==> src/vfs_pkg.sv <==
// vendor fault status register bank: shared constants and carriers
// assumes one clock domain; page and command codes come from the link logic
package vfs_pkg;
    localparam int          NCH        = 2;
    localparam int          NPH        = 6;
    localparam int          PCW        = 3;
    localparam int          TW         = 8;
    localparam int          NSYNC      = 2 * NCH;

    localparam logic [7:0]  PAGE_A     = 8'h00;
    localparam logic [7:0]  PAGE_B     = 8'h01;
    localparam logic [7:0]  PAGE_ALL   = 8'hFF;

    localparam int          BIT_PS     = 7;
    localparam int          BIT_OPEN   = 6;
    localparam int          BIT_CLAMP  = 5;
    localparam int          BIT_TSNS   = 4;
    localparam int          BIT_VID    = 3;
    localparam int          BIT_IMB    = 0;

    // implemented bits; the reset-vid flag lives on channel A only
    localparam logic [7:0]  MASK_A     = 8'hF9;
    localparam logic [7:0]  MASK_B     = 8'hF1;
    localparam logic [7:0]  STATUS_RST = 8'h00;

    localparam logic [PCW-1:0] IMB_RUN = 3'h7;
    localparam logic [PCW-1:0] RUN_ONE = 3'h1;
    localparam logic [PCW-1:0] RUN_RST = 3'h0;
    localparam logic [PCW-1:0] PH_RST  = 3'h0;

    localparam logic        CMD_STATUS = 1'b0;
    localparam logic        CMD_DETAIL = 1'b1;

    // per-channel condition inputs from logic on the same clock
    typedef struct packed {
        logic             sense_open;
        logic             vid_reset;
        logic             tsns_check;
        logic             imb_sample;
        logic [NPH-1:0]   imb_phase;
        logic [PCW-1:0]   cfg_phases;
        logic [PCW-1:0]   max_phases;
    } vfs_evt_t;

    // one byte-sized read or write transaction
    typedef struct packed {
        logic             rd;
        logic             wr;
        logic             sel;
        logic [7:0]       page;
        logic [7:0]       data;
    } vfs_req_t;
endpackage

==> src/vfs_status.sv <==
// vendor fault status register bank for a two-channel regulator controller
// assumes requests arrive one per cycle from the link logic on ref_clk_i;
// power-stage fault and temperature-sense comparator are asynchronous pins
// Operation
// bit 7 latches when the external power stage reports a fault.
// bit 6 latches when the output sense pin was open at power-up.
// a phase count above the hardware maximum latches bit 5 and is clamped.
// bit 4 latches the temperature-sense level seen before soft-start.
// bit 3 latches on a voltage-id reset and exists on channel A only.
// bit 0 latches after seven consecutive detection cycles of imbalance.
// the phases showing imbalance are recorded for a separate read.
// writing 1 to an implemented bit clears it, writing 0 leaves it.
// each rail reports the highest of its power-stage temperatures.
// page 00h picks channel A, 01h channel B, FFh reads channel A.
// the register is reached only by byte reads and byte writes.
// flags stay set until cleared and bits 2 and 1 read as zero.
`timescale 1ns/10ps
module vfs_status (
    input  wire logic                               ref_clk_i,
    input  wire logic                               reset_i,
    input  wire logic                               clk_en_i,
    input  wire logic [vfs_pkg::NCH-1:0]            stage_fault_pin_i,
    input  wire logic [vfs_pkg::NCH-1:0]            tsns_high_pin_i,
    input  vfs_pkg::vfs_evt_t [vfs_pkg::NCH-1:0]    evt_i,
    input  wire logic [vfs_pkg::NCH-1:0][vfs_pkg::NPH-1:0][vfs_pkg::TW-1:0]
                                                    stage_temp_i,
    input  vfs_pkg::vfs_req_t                       req_i,
    output logic                                    ack_o,
    output logic [7:0]                              rd_data_o,
    output logic [vfs_pkg::NCH-1:0][vfs_pkg::PCW-1:0] op_phases_o,
    output logic [vfs_pkg::NCH-1:0][vfs_pkg::TW-1:0]  rail_temp_o
);
    localparam int NCH = vfs_pkg::NCH;
    localparam int NPH = vfs_pkg::NPH;
    localparam int NS  = vfs_pkg::NSYNC;
    // last run value before the seventh warning sample
    localparam logic [vfs_pkg::PCW-1:0] IMB_LAST =
        vfs_pkg::IMB_RUN - vfs_pkg::RUN_ONE;

    logic [NS-1:0]           s1_r, s2_r, s3_r, filt_r;
    logic [NS-1:0]           s1_nxt, s2_nxt, s3_nxt, filt_nxt;
    logic [7:0]              flags_r   [NCH];
    logic [7:0]              flags_nxt [NCH];
    logic [vfs_pkg::PCW-1:0] run_r     [NCH];
    logic [vfs_pkg::PCW-1:0] run_nxt   [NCH];
    logic [NPH-1:0]          detail_r  [NCH];
    logic [NPH-1:0]          detail_nxt[NCH];
    logic [vfs_pkg::PCW-1:0] oph_r     [NCH];
    logic [vfs_pkg::PCW-1:0] oph_nxt   [NCH];
    logic [vfs_pkg::TW-1:0]  tmax_r    [NCH];
    logic [vfs_pkg::TW-1:0]  tmax_nxt  [NCH];
    logic [7:0]              set_w     [NCH];
    logic [7:0]              clr_w     [NCH];
    logic [7:0]              rd_data_r, rd_data_nxt;
    logic                    ack_r, ack_nxt;

    // a write at page FFh reaches every channel, a read answers channel A
    function automatic logic page_hits(input logic [7:0] page,
                                       input int ch, input logic is_wr);
        logic hit;
        hit = 1'b0;
        if (page == vfs_pkg::PAGE_ALL) begin
            hit = is_wr || (ch == 0);
        end else if (page == vfs_pkg::PAGE_A) begin
            hit = (ch == 0);
        end else if (page == vfs_pkg::PAGE_B) begin
            hit = (ch == 1);
        end
        return hit;
    endfunction

    function automatic logic [vfs_pkg::TW-1:0] hottest(
        input logic [NPH-1:0][vfs_pkg::TW-1:0] t);
        logic [vfs_pkg::TW-1:0] m;
        m = t[0];
        for (int p = 1; p < NPH; p++) begin
            if (t[p] > m) begin
                m = t[p];
            end
        end
        return m;
    endfunction

    function automatic logic [7:0] impl_mask(input int ch);
        return (ch == 0) ? vfs_pkg::MASK_A : vfs_pkg::MASK_B;
    endfunction

    // low bits carry stage fault, high bits the temperature comparator
    always_comb begin
        s1_nxt   = {tsns_high_pin_i, stage_fault_pin_i};
        s2_nxt   = s1_r;
        s3_nxt   = s2_r;
        filt_nxt = filt_r;
        for (int i = 0; i < NS; i++) begin
            // a change counts only once two settled stages agree
            if (s2_r[i] == s3_r[i]) begin
                filt_nxt[i] = s3_r[i];
            end
        end
    end

    always_ff @(posedge ref_clk_i) begin
        if (reset_i) begin
            s1_r   <= '0;
            s2_r   <= '0;
            s3_r   <= '0;
            filt_r <= '0;
        end else if (clk_en_i) begin
            s1_r   <= s1_nxt;
            s2_r   <= s2_nxt;
            s3_r   <= s3_nxt;
            filt_r <= filt_nxt;
        end
    end

    always_comb begin
        rd_data_nxt = 8'h00;
        ack_nxt     = req_i.rd || req_i.wr;
        for (int c = 0; c < NCH; c++) begin
            set_w[c] = 8'h00;
            set_w[c][vfs_pkg::BIT_PS]   = filt_r[c];
            set_w[c][vfs_pkg::BIT_OPEN] = evt_i[c].sense_open;
            set_w[c][vfs_pkg::BIT_CLAMP] =
                evt_i[c].cfg_phases > evt_i[c].max_phases;
            set_w[c][vfs_pkg::BIT_TSNS] =
                evt_i[c].tsns_check && filt_r[NCH + c];
            set_w[c][vfs_pkg::BIT_VID]  = evt_i[c].vid_reset;
            set_w[c][vfs_pkg::BIT_IMB]  = evt_i[c].imb_sample
                && (|evt_i[c].imb_phase)
                && (run_r[c] == IMB_LAST);
            set_w[c] = set_w[c] & impl_mask(c);
            clr_w[c] = 8'h00;
            if (req_i.wr && req_i.sel == vfs_pkg::CMD_STATUS
                && page_hits(req_i.page, c, 1'b1)) begin
                clr_w[c] = req_i.data & impl_mask(c);
            end
            // set wins over a clear in the same cycle
            flags_nxt[c] = set_w[c] | (flags_r[c] & ~clr_w[c]);

            run_nxt[c] = run_r[c];
            if (evt_i[c].imb_sample) begin
                if (!(|evt_i[c].imb_phase)) begin
                    run_nxt[c] = vfs_pkg::RUN_RST;
                end else if (run_r[c] != vfs_pkg::IMB_RUN) begin
                    run_nxt[c] = run_r[c] + vfs_pkg::RUN_ONE;
                end
            end

            // detail follows the imbalance flag's clear
            detail_nxt[c] = detail_r[c];
            if (clr_w[c][vfs_pkg::BIT_IMB]) begin
                detail_nxt[c] = '0;
            end
            if (evt_i[c].imb_sample) begin
                detail_nxt[c] = detail_nxt[c] | evt_i[c].imb_phase;
            end

            oph_nxt[c] = set_w[c][vfs_pkg::BIT_CLAMP]
                ? evt_i[c].max_phases : evt_i[c].cfg_phases;
            tmax_nxt[c] = hottest(stage_temp_i[c]);

            if (req_i.rd && page_hits(req_i.page, c, 1'b0)) begin
                if (req_i.sel == vfs_pkg::CMD_DETAIL) begin
                    rd_data_nxt = {{(8-NPH){1'b0}}, detail_r[c]};
                end else begin
                    rd_data_nxt = flags_r[c];
                end
            end
        end
    end

    always_ff @(posedge ref_clk_i) begin
        if (reset_i) begin
            for (int c = 0; c < NCH; c++) begin
                flags_r[c]  <= vfs_pkg::STATUS_RST;
                run_r[c]    <= vfs_pkg::RUN_RST;
                detail_r[c] <= '0;
                oph_r[c]    <= vfs_pkg::PH_RST;
                tmax_r[c]   <= '0;
            end
            rd_data_r <= 8'h00;
            ack_r     <= 1'b0;
        end else if (clk_en_i) begin
            for (int c = 0; c < NCH; c++) begin
                flags_r[c]  <= flags_nxt[c];
                run_r[c]    <= run_nxt[c];
                detail_r[c] <= detail_nxt[c];
                oph_r[c]    <= oph_nxt[c];
                tmax_r[c]   <= tmax_nxt[c];
            end
            rd_data_r <= rd_data_nxt;
            ack_r     <= ack_nxt;
        end
    end

    always_comb begin
        ack_o     = ack_r;
        rd_data_o = rd_data_r;
        for (int c = 0; c < NCH; c++) begin
            op_phases_o[c] = oph_r[c];
            rail_temp_o[c] = tmax_r[c];
        end
    end

    stage_fault_a: assert property (@(posedge ref_clk_i)
        disable iff (reset_i)
        clk_en_i && filt_r[1] |=> flags_r[1][vfs_pkg::BIT_PS])
        else $error("stage fault not latched");

    flag_sticky_a: assert property (@(posedge ref_clk_i)
        disable iff (reset_i)
        flags_r[0][vfs_pkg::BIT_OPEN] && !clr_w[0][vfs_pkg::BIT_OPEN]
        |=> flags_r[0][vfs_pkg::BIT_OPEN])
        else $error("latched flag dropped without clear");

    phase_clamp_a: assert property (@(posedge ref_clk_i)
        disable iff (reset_i)
        clk_en_i && evt_i[0].cfg_phases > evt_i[0].max_phases
        |=> oph_r[0] == $past(evt_i[0].max_phases)
            && flags_r[0][vfs_pkg::BIT_CLAMP])
        else $error("phase count not clamped");

    vid_chan_a: assert property (@(posedge ref_clk_i)
        disable iff (reset_i)
        !flags_r[1][vfs_pkg::BIT_VID])
        else $error("reset-vid flag on channel B");

    reserved_zero_a: assert property (@(posedge ref_clk_i)
        disable iff (reset_i)
        ack_o && $past(clk_en_i)
        && $past(req_i.sel) == vfs_pkg::CMD_STATUS
        |-> rd_data_o[2:1] == 2'h0)
        else $error("reserved bits read nonzero");

    imb_run_a: assert property (@(posedge ref_clk_i)
        disable iff (reset_i)
        clk_en_i && evt_i[1].imb_sample && (|evt_i[1].imb_phase)
        && run_r[1] == IMB_LAST |=> flags_r[1][vfs_pkg::BIT_IMB])
        else $error("imbalance flag missed on seventh cycle");

    imb_early_a: assert property (@(posedge ref_clk_i)
        disable iff (reset_i)
        clk_en_i && !flags_r[1][vfs_pkg::BIT_IMB]
        && run_r[1] < IMB_LAST |=> !flags_r[1][vfs_pkg::BIT_IMB])
        else $error("imbalance flag set too early");

    byte_ack_a: assert property (@(posedge ref_clk_i)
        disable iff (reset_i)
        clk_en_i && (req_i.rd || req_i.wr) |=> ack_o)
        else $error("transaction not answered");

    write_clear_a: assert property (@(posedge ref_clk_i)
        disable iff (reset_i)
        clk_en_i && req_i.wr && req_i.sel == vfs_pkg::CMD_STATUS
        && req_i.page == vfs_pkg::PAGE_B && req_i.data[vfs_pkg::BIT_PS]
        && !filt_r[1] |=> !flags_r[1][vfs_pkg::BIT_PS])
        else $error("write of one did not clear");

    page_read_a: assert property (@(posedge ref_clk_i)
        disable iff (reset_i)
        clk_en_i && req_i.rd && req_i.page == vfs_pkg::PAGE_ALL
        && req_i.sel == vfs_pkg::CMD_STATUS
        |=> rd_data_o == $past(flags_r[0]))
        else $error("page FFh did not read channel A");

    rail_temp_a: assert property (@(posedge ref_clk_i)
        disable iff (reset_i)
        clk_en_i |=> rail_temp_o[0] >= $past(stage_temp_i[0][NPH-1])
            && rail_temp_o[0] >= $past(stage_temp_i[0][0]))
        else $error("rail temperature below a stage");

    freeze_a: assert property (@(posedge ref_clk_i)
        disable iff (reset_i)
        !clk_en_i |=> $stable(flags_r[0]) && $stable(ack_o))
        else $error("state moved with clock enable low");
endmodule
==> config.mk <==
export PLATFORM = sky130hd
export DESIGN_NAME = vfs_status
export DESIGN_NICKNAME = d
export VERILOG_FILES = /design/src/vfs_pkg.sv /design/src/vfs_status.sv
export SDC_FILE = /design/constraint.sdc
export NUM_CORES = 1
export LEC_CHECK = 0
export BUFFER_PORTS_ARGS = -buffer_cell sky130_fd_sc_hd__buf_2
export CORE_MARGIN = 8
export CORE_UTILIZATION = 50
export CTS_BUF_LIST = sky130_fd_sc_hd__clkbuf_8 sky130_fd_sc_hd__clkbuf_16
export CTS_CLUSTER_DIAMETER = 120
export DETAILED_ROUTE_END_ITERATION = 12
export PLACE_DENSITY_LB_ADDON = 0.3
export SETUP_SLACK_MARGIN = 0.05
export SYNTH_ARGS = -nofsm -noshare
export SYNTH_HDL_FRONTEND = slang
export SYNTH_SLANG_ARGS = --single-unit
export TNS_END_PERCENT = 100
==> constraint.sdc <==
create_clock -name ref_clk_i -period 15.8 [get_ports ref_clk_i]
set_input_delay 0.79 -clock ref_clk_i [delete_from_list [all_inputs] [get_ports ref_clk_i]]
set_output_delay 0.79 -clock ref_clk_i [all_outputs]
set_load 0.05 [all_outputs]
==> summary.md <==
| Metric | Value |
|---|---|
| Outcome | `finished, final reports clean` |
| Setup_tns | `0 ns` |
| Worst setup SP type | `input port` |
| Vias post-DR | `6,410` |
| Post-CTS setup buffer count | `0` |
| RSZ-0062 raised after global routing | `no` |
| Pin count of the biggest net entering global routing | `46` |
| Mapped Area | `between 6000 and 7000 um^2` |
| Delay-heaviest family, CP | `compound AO/OA/AOI/OAI gates` |
| Worst skew pair latency | `about 0.33 ns` |
| Post-route cell area | `8060 um^2` |
| VDD IR max | `about 0.044 mV` |
| Layer with the highest usage | `met2` |
| CP max FO | `20` |
| Worst slew pin tran | `1.14 ns` |
| Max_cap viols | `0` |
| Worst hold slack | `0.456 ns` |
| DR pass1 iterations | `5` |
| Initial antenna violation count | `0` |
| Met2 GRT Util | `33.2%` |
| H-tree Lvls | `3` |
| Mean Syn Cell Area | `8.56 um^2` |
| Critical Path End Type | `register` |
| Fmax | `84.4 MHz` |
| Main synth FF type | `edfxtp_1` |
| Fin util | `between 60% and 70%` |
| CP max stage cell | `a21oi_1` |
| Initial core utilization | `51.1%` |
| Commonest non-fill, non-tap cell in the layout | `buf_2` |
| Ratio of cells with drive above 1 in the final layout | `23.4%` |
| Hold Buf Count CTS | `0` |
| Cell Area, Placed | `7800 um^2` |
| Final Hold Viols | `0` |
| Fillcell total | `1,222` |
| Clk Tree Root Cell | `clkbuf_16` |
| Total clock buffers created by CTS | `9` |
| Total GRT Usage | `a little under a fifth` |
| Most frequent cells in the layout | `181 x buf_2, 83 x ha_1, 79 x nor2_1` |
| Die footprint | `17,500 um^2` |
| Skew final | `~0.0066 ns` |
| Synth Warn # | `0` |
| Critical path required time | `between 15 and 20 ns` |
| Worst path max stage delay | `0.87 ns` |
| Mapped Cells | `~800` |
| Die W | `132 um` |
| Area delta synth->final | `19.4%` |
| Syn_nets | `1,025` |
| Hold Path Class | `register to register` |
| DRC | `0` |
| Rel. slew slack | `24.3%` |
| Synth unique cells | `between 60 and 70` |
| Row cnt | `42` |
| HPWL after DPL | `14,200 um` |
| DR iter-0 viols | `337` |
| Tmin final | `11.85 ns` |
| First-pass GRT wire length | `28,300 um` |
| GRT Residual Overflow | `0` |
| WS Path Type | `input port to register` |
| Clock slew seen by the registers of the worst setup and hold paths | `0.05 ns` |
| I/O Buffers | `approximately 180` |
| Post-synth EDFFs | `between 50 and 60` |
| Placer Congestion | `0.890` |
| Nets | `1,199` |
| Via/cell ratio | `5.61` |
| Ports | `around 190` |
| CTS Buffer Depth | `2` |
| PostCTS Resize Cnt | `0` |
| Area of the core | `13,200 um^2` |
| Final setup vio count | `0` |
| Ant. Diodes | `0` |
| WL/cell | `15.2 um` |
| Part of the cycle the worst path needs | `75.0%` |
| Leak | `0.00388 uW` |
| Clock sinks | `76` |
| Antenna-violating nets left | `0` |
| Most used cell, CP | `a21o_1` |
| Height of the die | `132 um` |
| Worst path buffer plus inverter count | `4` |
| Synth Register Bits | `76` |
| Share of the yosys chip area belonging to registers | `a little under a third` |
| Total power per unit cell area | `111 nW/um^2` |
| Post-Route WL | `17,300 um` |
| Data arrival, critical path | `11.99 ns` |
| Met1 GRT Util | `23.0%` |
| Share of async-settable or async-resettable flops after synthesis | `0%` |
| Tot Pwr | `891 uW` |
| Fin. max-slew vios | `0` |
| Met3 usage | `4.34%` |
| TritonCTS clock tree | `yes` |
| Vias in the first global route | `between 6,000 and 7,000` |
through the flow:
step                      setup slack [ns]  std cells
final                                 3.95       1143
after CTS                             4.03       1143
after global routing                  2.77       1143
after detailed placement              3.69       1127
after global placement                3.83       1127
after floorplan                       6.10        788
cells in the mapped netlist, types with 5 or more instances:
| library cell | n | area share [%] |
|---|---|---|
| a41oi_1 | 6 | 0.78 |
| mux2_2 | 7 | 1.2 |
| and3_1 | 6 | 0.56 |
| nand3_1 | 15 | 1.1 |
| nand2b_1 | 8 | 0.74 |
| o21ai_1 | 8 | 0.59 |
| o31ai_1 | 8 | 0.89 |
| edfxtp_1 | 51 | 23 |
| a31oi_1 | 5 | 0.46 |
| nor2b_1 | 9 | 0.83 |
| inv_1 | 74 | 4.1 |
| o211ai_1 | 10 | 1.1 |
| ha_1 | 83 | 15 |
| a21o_1 | 18 | 2.0 |
| a22oi_1 | 19 | 2.1 |
| a21oi_1 | 58 | 4.3 |
| o21ai_0 | 42 | 3.1 |
| o21a_1 | 10 | 1.1 |
| nor2_1 | 80 | 4.5 |
| nand4_1 | 16 | 1.5 |
| dfxtp_1 | 25 | 7.4 |
| nor3_1 | 8 | 0.59 |
| a211oi_1 | 6 | 0.67 |
| nand2_1 | 77 | 4.3 |
| clkbuf_1 | 16 | 0.89 |
| mux2i_1 | 50 | 7.4 |
state kept, by name, indices dropped and copies added, names as in the netlist:
signal / count
tmax_r: 16
oph_r: 6
filt_r: 4
s2_r: 4
s3_r: 4
run_r: 6
flags_r: 11
rd_data_o: 8
ack_o: 1
s1_r: 4
detail_r: 12
area by class of cell:
class	count	area (um^2)	share of cell area, %
multi-input combinational	618	4350	54.0
clock buffer	9	225	2.80
sequential	76	2030	25.2
inverter	74	278	3.45
timing repair buffer	183	921	11.4
tap	176	220	2.73
clock inverter	7	30.0	0.373
worst paths after layout:
| path | cells past startpoint | from | to | slack (ns) |
|---|---|---|---|---|
| max | 48 | stage_temp_i[49] | tmax_r[0][15]$_SDFFCE_PN0P_ | 3.95 |
| min | 2 | rd_data_o[2]$_SDFFE_PP0P_ | rd_data_o[2]$_SDFFE_PP0P_ | 0.46 |
| max reg2reg | 4 | run_r[0][3]$_SDFFCE_PN0P_ | run_r[0][3]$_SDFFCE_PN0P_ | 14.45 |
| min reg2reg | 2 | rd_data_o[2]$_SDFFE_PP0P_ | rd_data_o[2]$_SDFFE_PP0P_ | 0.46 |
power by group:
part           switching (uW)  internal [uW]  total (uW)
Clock                    72.8            103         176
Combinational             288            182         470
Sequential               7.83            238         245
tightest hold or removal path, delay by kind of cell, from the launching register on:
| kind | cells | cell delay [ns] |
|---|---|---|
| flops | 1 | 0.33 |
| compound gates | 1 | 0.05 |
| simple gates | 1 | 0.04 |
kinds of logic after synthesis:
logic type               synth area share, %
multiplexers                            8.59
adder cells (fa/ha/maj)                 15.7
AND/OR/NAND/NOR                         16.3
XOR/XNOR                               0.390
flip-flops                              30.1
buffers and inverters                   5.45
AO/OA/AOI/OAI                           23.5
per-layer routing:
metal	part of all wire, %	vias to the layer above
met4	1.2	0
li1	-	3269
met5	0	-
met1	44	2949
met2	48	173
met3	6.6	19
Note: power is estimated with default switching activity, not from simulation.
